## src/fpd_pkg.sv

```systemverilog
/*
 Constants, enumerations and carrier types for the front-panel display
 selector and its setting objects.
 Assumes one 50 MHz system clock and an object port driven by the
 fieldbus stack.
*/
// Functional notes
// (RL1) Selection 0: blank while servo off, 00 while servo on.
// (RL2) Selection 1: mechanical angle low byte, 0 at encoder zero.
// (RL3) Angle displays wrap FF to 0 while underlying count keeps running.
// (RL4) Incremental encoder: not-fixed indicator until zero first detected after power-on.
// (RL5) Selection 2: electrical angle low byte, 0 at U-phase positive peak.
// (RL6) Selection 3: fieldbus error count saturates at FFFF, low byte shown.
// (RL7) Selections 5 and 6: encoder and external-encoder error counts, low byte.
// (RL8) Selection 4: node address latched at power-on, shown in decimal.
// (RL9) Selection 7: raw external Z-phase count during fully-closed incremental control.
// (RL10) Host must not write display selection values of 8 or above.
// (RL11) Error counts clear only on control power removal.
// (RL12) Node address shown at power-on for setting times 100 ms, 0..1000.
// (RL13) Torque flag uses limit including command at 0, excluding at 1.
// (RL14) Backlash select 1 or 2 enables compensation and picks direction in position control.
// (RL15) Backlash 0 off, 1 first forward move, 2 first reverse move after servo on.
// (RL16) Display selection is 16-bit read-write, default 0, range 0..32767.
// (RL17) Unused selection values fall back to the normal-state display.
`default_nettype none
package fpd_pkg;
    localparam int CLK_HZ         = 50_000_000;
    localparam int ADDR_STEP_MS   = 100;
    localparam int ADDR_STEP_CYC  = CLK_HZ / 1000 * ADDR_STEP_MS;
    localparam int STEP_CNT_W     = 23;
    localparam int SYNC_SETTLE    = 2;

    localparam logic [15:0] IDX_DISP_SEL  = 16'h3700;
    localparam logic [15:0] IDX_ADDR_TIME = 16'h3701;
    localparam logic [15:0] IDX_TQ_COND   = 16'h3703;
    localparam logic [15:0] IDX_BL_SEL    = 16'h3704;

    localparam logic [15:0] RST_DISP_SEL  = 16'h0000;
    localparam logic [15:0] RST_ADDR_TIME = 16'h0000;
    localparam logic [15:0] RST_TQ_COND   = 16'h0000;
    localparam logic [15:0] RST_BL_SEL    = 16'h0000;

    localparam logic [15:0] MAX_DISP_SEL  = 16'h7FFF;
    localparam logic [15:0] MAX_ADDR_TIME = 16'h03E8;
    localparam logic [15:0] MAX_TQ_COND   = 16'h0001;
    localparam logic [15:0] MAX_BL_SEL    = 16'h0002;

    localparam logic [15:0] SEL_NORMAL    = 16'h0000;
    localparam logic [15:0] SEL_MECH      = 16'h0001;
    localparam logic [15:0] SEL_ELEC      = 16'h0002;
    localparam logic [15:0] SEL_FB_ERR    = 16'h0003;
    localparam logic [15:0] SEL_NODE      = 16'h0004;
    localparam logic [15:0] SEL_ENC_ERR   = 16'h0005;
    localparam logic [15:0] SEL_EXT_ERR   = 16'h0006;
    localparam logic [15:0] SEL_ZPHASE    = 16'h0007;

    localparam logic [15:0] BL_OFF        = 16'h0000;
    localparam logic [15:0] BL_FWD        = 16'h0001;
    localparam logic [15:0] BL_REV        = 16'h0002;

    localparam logic [7:0]  DEC_MOD       = 8'h64;
    localparam logic [7:0]  DEC_BASE      = 8'h0A;
    localparam logic [7:0]  DIGITS_ZERO   = 8'h00;
    localparam logic [15:0] ERR_CNT_MAX   = 16'hFFFF;

    typedef enum logic [2:0] {
        PH_LATCH = 3'b001,
        PH_ADDR  = 3'b010,
        PH_RUN   = 3'b100
    } fpd_phase_t;

    typedef struct packed {
        logic       blank;
        logic       notFixedIndicator;
        logic [7:0] digits;
    } fpd_disp_t;

    typedef struct packed {
        logic        wr;
        logic        rd;
        logic [15:0] index;
        logic [15:0] data;
    } fpd_obj_req_t;

    typedef struct packed {
        logic        ack;
        logic        err;
        logic [15:0] data;
    } fpd_obj_rsp_t;

    typedef struct packed {
        fpd_phase_t   phase;
        logic [1:0]   settle;
        logic [7:0]   swMeta;
        logic [7:0]   swSync;
        logic [7:0]   nodeAddr;
        logic [STEP_CNT_W-1:0] preCnt;
        logic [9:0]   stepCnt;
        logic [15:0]  dispSel;
        logic [15:0]  addrTime;
        logic [15:0]  tqCond;
        logic [15:0]  blSel;
        logic         zeroSeen;
        logic         servoOnD;
        logic         blArmed;
        logic         blPulse;
        logic         tqFlag;
        logic         blEnable;
        logic         blReverse;
        fpd_disp_t    disp;
        fpd_obj_rsp_t rsp;
    } fpd_state_t;
endpackage
`default_nettype wire

```

## src/fpd_display_select.sv

```systemverilog
/*
 Front-panel display selector with power-on address display and the
 torque flag and backlash selection objects.
 Assumes the rotary switch is an asynchronous pin; all other inputs come
 from logic on sys_clk. Object requests are single-cycle strobes.
*/
`default_nettype none
module fpd_display_select #(
    parameter logic [fpd_pkg::STEP_CNT_W-1:0] STEP_CYCLES = fpd_pkg::STEP_CNT_W'(fpd_pkg::ADDR_STEP_CYC),
    parameter int                             ERR_W       = 16
) (
    input  wire logic                  sys_clk,
    input  wire logic                  resetn,
    input  wire logic                  ce,
    input  wire fpd_pkg::fpd_obj_req_t objReq,
    output fpd_pkg::fpd_obj_rsp_t      objRsp,
    input  wire logic                  servoOn,
    input  wire logic [15:0]           mechCount,
    input  wire logic [15:0]           elecCount,
    input  wire logic                  incEncoder,
    input  wire logic                  zeroDetect,
    input  wire logic                  fbErrEvt,
    input  wire logic                  encErrEvt,
    input  wire logic                  extErrEvt,
    input  wire logic [7:0]            rotarySwitch,
    input  wire logic                  fullyClosed,
    input  wire logic                  extIncremental,
    input  wire logic [7:0]            zPhaseCount,
    input  wire logic                  torqueCtrl,
    input  wire logic                  limitInclCmd,
    input  wire logic                  limitExclCmd,
    input  wire logic                  positionCtrl,
    input  wire logic                  moveFwd,
    input  wire logic                  moveRev,
    output fpd_pkg::fpd_disp_t         dispOut,
    output logic                       torqueLimitFlag,
    output logic                       backlashEnable,
    output logic                       backlashReverse,
    output logic                       backlashStart
);
    import fpd_pkg::*;

    localparam logic [1:0] SETTLE_LAST = 2'(SYNC_SETTLE);
    localparam logic [STEP_CNT_W-1:0] PRE_ONE = STEP_CNT_W'(1);
    localparam logic [9:0] STEP_ONE = 10'h001;

    fpd_state_t st_reg;
    fpd_state_t st_next;
    logic [ERR_W-1:0] fbCount;
    logic [ERR_W-1:0] encCount;
    logic [ERR_W-1:0] extCount;
    logic [7:0] nodeDec;
    logic [7:0] nodeRem;
    logic       wrOk;
    logic       idxOk;

    fpd_sat_counter #(.WIDTH(ERR_W)) u_fb_err (
        .sys_clk(sys_clk),
        .resetn(resetn),
        .ce(ce),
        .incr(fbErrEvt),
        .count(fbCount)
    );

    fpd_sat_counter #(.WIDTH(ERR_W)) u_enc_err (
        .sys_clk(sys_clk),
        .resetn(resetn),
        .ce(ce),
        .incr(encErrEvt),
        .count(encCount)
    );

    fpd_sat_counter #(.WIDTH(ERR_W)) u_ext_err (
        .sys_clk(sys_clk),
        .resetn(resetn),
        .ce(ce),
        .incr(extErrEvt),
        .count(extCount)
    );

    // Two decimal digits of the latched address
    always_comb begin
        nodeRem = st_reg.nodeAddr % DEC_MOD;
        nodeDec = {4'(nodeRem / DEC_BASE), 4'(nodeRem % DEC_BASE)};  // [RL8]
    end

    // Object index decode and range check
    always_comb begin
        idxOk = 1'b1;
        wrOk  = 1'b0;
        unique case (objReq.index)
            IDX_DISP_SEL:  wrOk = objReq.data <= MAX_DISP_SEL;  // [RL16]
            IDX_ADDR_TIME: wrOk = objReq.data <= MAX_ADDR_TIME;  // [RL12]
            IDX_TQ_COND:   wrOk = objReq.data <= MAX_TQ_COND;
            IDX_BL_SEL:    wrOk = objReq.data <= MAX_BL_SEL;  // [RL14]
            default:       idxOk = 1'b0;
        endcase
    end

    always_comb begin
        st_next = st_reg;
        st_next.swMeta = rotarySwitch;
        st_next.swSync = st_reg.swMeta;
        st_next.servoOnD = servoOn;
        st_next.blPulse = 1'b0;

        // Object access
        st_next.rsp.ack  = objReq.wr | objReq.rd;
        st_next.rsp.err  = 1'b0;
        st_next.rsp.data = 16'h0000;
        if (objReq.rd) begin
            st_next.rsp.err = !idxOk;
            unique case (objReq.index)
                IDX_DISP_SEL:  st_next.rsp.data = st_reg.dispSel;
                IDX_ADDR_TIME: st_next.rsp.data = st_reg.addrTime;
                IDX_TQ_COND:   st_next.rsp.data = st_reg.tqCond;
                IDX_BL_SEL:    st_next.rsp.data = st_reg.blSel;
                default:       st_next.rsp.data = 16'h0000;
            endcase
        end else if (objReq.wr) begin
            st_next.rsp.err = !(idxOk && wrOk);
            if (idxOk && wrOk) begin
                unique case (objReq.index)
                    IDX_DISP_SEL:  st_next.dispSel = objReq.data;  // [RL16]
                    IDX_ADDR_TIME: st_next.addrTime = objReq.data;
                    IDX_TQ_COND:   st_next.tqCond = objReq.data;
                    IDX_BL_SEL:    st_next.blSel = objReq.data;
                    default:       st_next.dispSel = st_reg.dispSel;
                endcase
            end
        end

        // Zero position seen once after power-on
        if (zeroDetect) begin
            st_next.zeroSeen = 1'b1;  // [RL4]
        end

        // Power-on sequencing and address display
        unique case (st_reg.phase)
            PH_LATCH: begin
                st_next.disp = '{blank: 1'b1, notFixedIndicator: 1'b0, digits: DIGITS_ZERO};
                if (st_reg.settle == SETTLE_LAST) begin
                    st_next.nodeAddr = st_reg.swSync;  // [RL8]
                    st_next.phase = PH_ADDR;
                end else begin
                    st_next.settle = st_reg.settle + 2'b01;
                end
            end
            PH_ADDR: begin
                st_next.disp = '{blank: 1'b0, notFixedIndicator: 1'b0, digits: nodeDec};
                if (st_reg.stepCnt >= st_reg.addrTime[9:0]) begin
                    st_next.phase = PH_RUN;  // [RL12]
                end else if (st_reg.preCnt == STEP_CYCLES - PRE_ONE) begin
                    st_next.preCnt = '0;
                    st_next.stepCnt = st_reg.stepCnt + STEP_ONE;  // [RL12]
                end else begin
                    st_next.preCnt = st_reg.preCnt + PRE_ONE;
                end
            end
            PH_RUN: begin
                st_next.disp = '{blank: 1'b0, notFixedIndicator: 1'b0, digits: DIGITS_ZERO};
                unique case (st_reg.dispSel)
                    SEL_NORMAL: st_next.disp.blank = !servoOn;  // [RL1]
                    SEL_MECH: begin
                        if (incEncoder && !st_reg.zeroSeen) begin
                            st_next.disp.notFixedIndicator = 1'b1;  // [RL4]
                        end else begin
                            st_next.disp.digits = mechCount[7:0];  // [RL2] [RL3]
                        end
                    end
                    SEL_ELEC:    st_next.disp.digits = elecCount[7:0];  // [RL5] [RL3]
                    SEL_FB_ERR:  st_next.disp.digits = fbCount[7:0];  // [RL6]
                    SEL_NODE:    st_next.disp.digits = nodeDec;  // [RL8]
                    SEL_ENC_ERR: st_next.disp.digits = encCount[7:0];  // [RL7]
                    SEL_EXT_ERR: st_next.disp.digits = extCount[7:0];  // [RL7]
                    SEL_ZPHASE: begin
                        if (fullyClosed && extIncremental) begin
                            st_next.disp.digits = zPhaseCount;  // [RL9]
                        end else begin
                            st_next.disp.blank = 1'b1;
                        end
                    end
                    default: st_next.disp.blank = !servoOn;  // [RL17] [RL10]
                endcase
            end
        endcase

        // Torque limit flag condition
        if (st_reg.tqCond[0]) begin
            st_next.tqFlag = torqueCtrl && limitExclCmd;  // [RL13]
        end else begin
            st_next.tqFlag = torqueCtrl && limitInclCmd;  // [RL13]
        end

        // Backlash compensation arming
        st_next.blEnable  = positionCtrl && st_reg.blSel != BL_OFF;  // [RL14]
        st_next.blReverse = st_reg.blSel == BL_REV;  // [RL15]
        if (!servoOn) begin
            st_next.blArmed = 1'b0;
        end else if (servoOn && !st_reg.servoOnD && st_reg.blSel != BL_OFF) begin
            st_next.blArmed = 1'b1;  // [RL15]
        end else if (st_reg.blArmed && positionCtrl &&
                     ((st_reg.blSel == BL_FWD && moveFwd) || (st_reg.blSel == BL_REV && moveRev))) begin
            st_next.blArmed = 1'b0;
            st_next.blPulse = 1'b1;  // [RL15]
        end
    end

    always_ff @(posedge sys_clk or negedge resetn) begin
        if (!resetn) begin
            st_reg <= '0;
            st_reg.phase <= PH_LATCH;
            st_reg.dispSel <= RST_DISP_SEL;
            st_reg.addrTime <= RST_ADDR_TIME;
            st_reg.tqCond <= RST_TQ_COND;
            st_reg.blSel <= RST_BL_SEL;
        end else if (ce) begin
            st_reg <= st_next;
        end
    end

    assign objRsp          = st_reg.rsp;
    assign dispOut         = st_reg.disp;
    assign torqueLimitFlag = st_reg.tqFlag;
    assign backlashEnable  = st_reg.blEnable;
    assign backlashReverse = st_reg.blReverse;
    assign backlashStart   = st_reg.blPulse;

    logic runNow;
    assign runNow = ce && st_reg.phase == PH_RUN;
endmodule
`default_nettype wire

```

## src/fpd_sat_counter.sv

```systemverilog
/*
 Saturating event counter for cumulative communication errors.
 Assumes one-cycle event pulses on the system clock.
*/
`default_nettype none
module fpd_sat_counter #(
    parameter int WIDTH = 16
) (
    input  wire logic             sys_clk,
    input  wire logic             resetn,
    input  wire logic             ce,
    input  wire logic             incr,
    output logic [WIDTH-1:0]      count
);
    import fpd_pkg::*;

    typedef struct packed {
        logic [WIDTH-1:0] cnt;
    } fpd_cnt_state_t;

    localparam logic [WIDTH-1:0] CNT_MAX = '1;
    localparam logic [WIDTH-1:0] CNT_ONE = WIDTH'(1);

    fpd_cnt_state_t st_reg;
    fpd_cnt_state_t st_next;

    always_comb begin
        st_next = st_reg;
        if (incr && st_reg.cnt != CNT_MAX) begin
            st_next.cnt = st_reg.cnt + CNT_ONE;  // [RL6] [RL7]
        end
    end

    // Cleared by power-on reset only
    always_ff @(posedge sys_clk or negedge resetn) begin
        if (!resetn) begin
            st_reg <= '0;  // [RL11]
        end else if (ce) begin
            st_reg <= st_next;
        end
    end

    assign count = st_reg.cnt;
endmodule
`default_nettype wire

```

## config.mk

```make
export PLATFORM = sky130hd
export DESIGN_NAME = fpd_display_select
export DESIGN_NICKNAME = d
export VERILOG_FILES = /design/src/fpd_pkg.sv /design/src/fpd_display_select.sv /design/src/fpd_sat_counter.sv
export SDC_FILE = /design/constraint.sdc
export NUM_CORES = 1
export LEC_CHECK = 0
export ABC_AREA = 1
export BUFFER_PORTS_ARGS = -buffer_cell sky130_fd_sc_hd__buf_2
export CORE_UTILIZATION = 59
export CTS_CLUSTER_DIAMETER = 40
export DETAILED_ROUTE_END_ITERATION = 6
export MAX_ROUTING_LAYER = met4
export PLACE_DENSITY = 0.81
export REMOVE_ABC_BUFFERS = 1
export SYNTH_ARGS = -nofsm -noshare
export SYNTH_HDL_FRONTEND = slang
export SYNTH_SLANG_ARGS = --single-unit
```

## constraint.sdc

```tcl
create_clock -name sys_clk -period 2.9 [get_ports sys_clk]
set_input_delay 0.145 -clock sys_clk [delete_from_list [all_inputs] [get_ports sys_clk]]
set_output_delay 0.145 -clock sys_clk [all_outputs]
set_load 0.03 [all_outputs]
```

==> impl_metrics.ini <==
[power]
finalPower_mw = 7.329
clockPowerShare_pct = 49.0
p_int_mw = 5.522
p_comb_share_pct = 7.2
power.leakage_nw = 6.901
switching_share_pct = 24.66
pwr-share-seq_pct = 43.7
power.density_mw_per_mm2 = 559.0
netSwitchingPower_mw = 1.807
vdd_drop_max_uv = 635.8

[drt]
ant_nets = 0
vias = 9566
drt-total-wl_um = 26800
dr.pass1.iters = 6
wire_per_inst_um = 15.71
drc = 0
drtIter0Drc = 736
viasPerCell = 5.607

[critical_path]
r2r-end = st_reg[128]
crit_start = st_reg[74]
r2r_slack_ns = 0.11
critPathKind = register to register
regToRegStartpoint = st_reg[74]
r2r_cells = 17
cp.arrival_ns = 3.24
start_kind = register
endpoint_kind = register
crit_fanout = 5
critPathRequiredTime_ns = 3.35

[clock_network]
cts_tree = yes
insertion_delay_ns = 0.55
numCtsBuffers = 30
clkSlewWorstSetupHoldPaths_ns = 0.06
cts_buffer_depth = 3
htreeDepth = 1
cts_root_buf = clkbuf_16
clkSinkCount = 209

[synth]
yosys.area_share.adder_pct = 1.852
synthCells = 1293
ys_seq_area_share_pct = 48.39
synth-edff-count = 0
synth_top_family_by_area = simple AND/OR/NAND/NOR gates
synthSimpleGateAreaFrac_pct = 24.33
synth-seq-cells = 209
yosysWarningCount = 0
synthMuxAreaShare_pct = 0.1042
async_reset_ff_share_pct = 100.0
synth.avg_cell_area_um2 = 8.361
synth_compound_area_share_pct = 10.72
synth.distinct_cells = 52
synth-xor-area-share_pct = 4.699
synth_ff_type = dfrtp_1
syn-cell-area_mm2 = 0.01081

[timing]
slew_headroom_pct = 37.36
worst_pin_slew_ns = 0.9295
setup_violations = 0
finalSetupTns_ns = 0
drv_slew = 0
fin_crit_sh_pct = 96.22
setup_ws_ns = 0.1096
hold_slack_ns = 0.02648
timing.fmax_mhz = 358.4
rsz0062_at_grt = true
report.final.hold_viol_count = 0
fin_worst_skew_ns = 0.02302
fin_crit_ns = 2.790

[placement]
placed_area_mm2 = 0.01157
io_buffer_count = 114
dp_hpwl_um = 18100
gp_congestion = 0.8909
post-place-ws_ns = -0.07345
dp_cells = 1608

[min_path]
min_path_type = primary input to register
min_from = elecCount[0]
worstHoldEndpoint = dispOut[0]
whs_path_depth = 5

[grt]
grt_pass1_wl_um = 43370
grt_overflow_total = 0
grt_pass1_vias = 9085
grt_start_max_net_pins = 89
antenna_found_initial = 0
grt.total_usage_pct = 30.22

[layout]
nNetsFinal = 1570
areaGrowthSynthToFinish_pct = 21.30
final_area_mm2 = 0.01311
diodes = 0
largest_reg_flops = 121
final_common_cell = nand2_1
finish.utilization_pct = 73.00
drive_above_1_share_pct = 18.35
n_fill_cell = 1278
most-common-layout-cells = nand2_1, dfrtp_1, inv_1
final_cells = 1706

[die]
initial_core_util_pct = 60.18
design.core.area_mm2 = 0.01796
die_h_um = 137.4
io_pins = 131
rows = 49
die_w_um = 137.4
dieArea_mm2 = 0.01887

[flow_run]
drv_cap = 0

[status]
status = finished clean
==> power groups by stage <==
stage / registers [mW] / logic (mW) / clock network (mW)
after floorplan: 3.22 / 0.250 / 0
after global placement: 3.24 / 0.460 / 0
after detailed placement: 3.24 / 0.474 / 0
after CTS: 3.20 / 0.528 / 3.63
after global routing: 3.22 / 0.601 / 3.77
final: 3.20 / 0.531 / 3.59
==> cells in the mapped netlist, types with 6 or more instances <==
library cell,count,area [µm²]
inv_1,194,728.2
buf_4,29,217.7
o21ai_1,8,40.04
xor2_1,41,359.1
nor3_1,41,205.2
a22o_1,6,52.55
a221oi_1,14,122.6
o31ai_1,9,67.56
nand4_1,29,181.4
o211ai_1,10,75.07
inv_2,9,33.78
clkbuf_1,15,56.30
nor2_1,61,229.0
nand2_1,289,1085
nand2_4,8,90.09
nand3_1,82,410.4
nor4_1,21,131.4
a21oi_1,28,140.1
nand2_2,19,118.9
xnor2_1,17,148.9
dfrtp_1,208,5205
a22oi_1,16,120.1
o21ai_0,66,330.3
ha_1,16,200.2
==> worst max-delay path, cell delays in order, from the launching register on <==
cell     delay, ns
dfrtp_1       0.37
inv_1         0.06
ha_1          0.33
a21oi_1       0.18
o21a_1        0.14
nand3_1       0.12
a31oi_4       0.23
nand2_4       0.10
inv_2         0.08
nand4_1       0.12
nor2_2        0.14
nand3_1       0.12
nor2_2        0.14
nand3_2       0.13
nor2_2        0.14
a21o_1        0.12
nand2_1       0.04
a31oi_1       0.13
==> timing repair <==
action	in CTS	in global routing
hold buffers	42	0
resized for setup	2	23
endpoints found under the setup margin	3	23
endpoints found under the hold margin	110	0
buffers inserted	0	2
pin swaps	0	1
==> final cells by class <==
class                      instances  area [µm²]  share of cell area [%]
inverter                         204       765.7                   5.840
multi-input combinational        829        4603                   35.10
tap                              229       286.5                   2.185
timing repair buffer             181        1212                   9.246
clock buffer                      34       795.8                   6.069
clock inverter                    20       214.0                   1.632
sequential                       209        5235                   39.92
==> cells by family after synthesis <==
kind of cell,count (synthesis)
AOI/OAI and AO/OA,183
xor gates and xnor gates,58
adders and majority gates,16
buffers and inverters,255
DFF,209
muxes,1
and+or+nand+nor,571
==> metal layers <==
layer	routed length, µm	global-route usage (%)	vias up
met5	0	-	-
met4	803	11.05	0
met3	1756	4.562	73
met2	12570	47.90	397
met1	11670	39.56	4543
li1	-	-	4553
==> worst max-delay path by stage <==
stage	to	slack (ns)	cells past startpoint
after floorplan	st_reg[35]	0.22	10
after global placement	st_reg[124]	-0.005	13
after detailed placement	st_reg[124]	-0.07	14
after CTS	st_reg[128]	0.05	18
after global routing	st_reg[128]	-0.06	17
final	st_reg[128]	0.11	17
No activity file was read; power rests on OpenSTA's default activity.
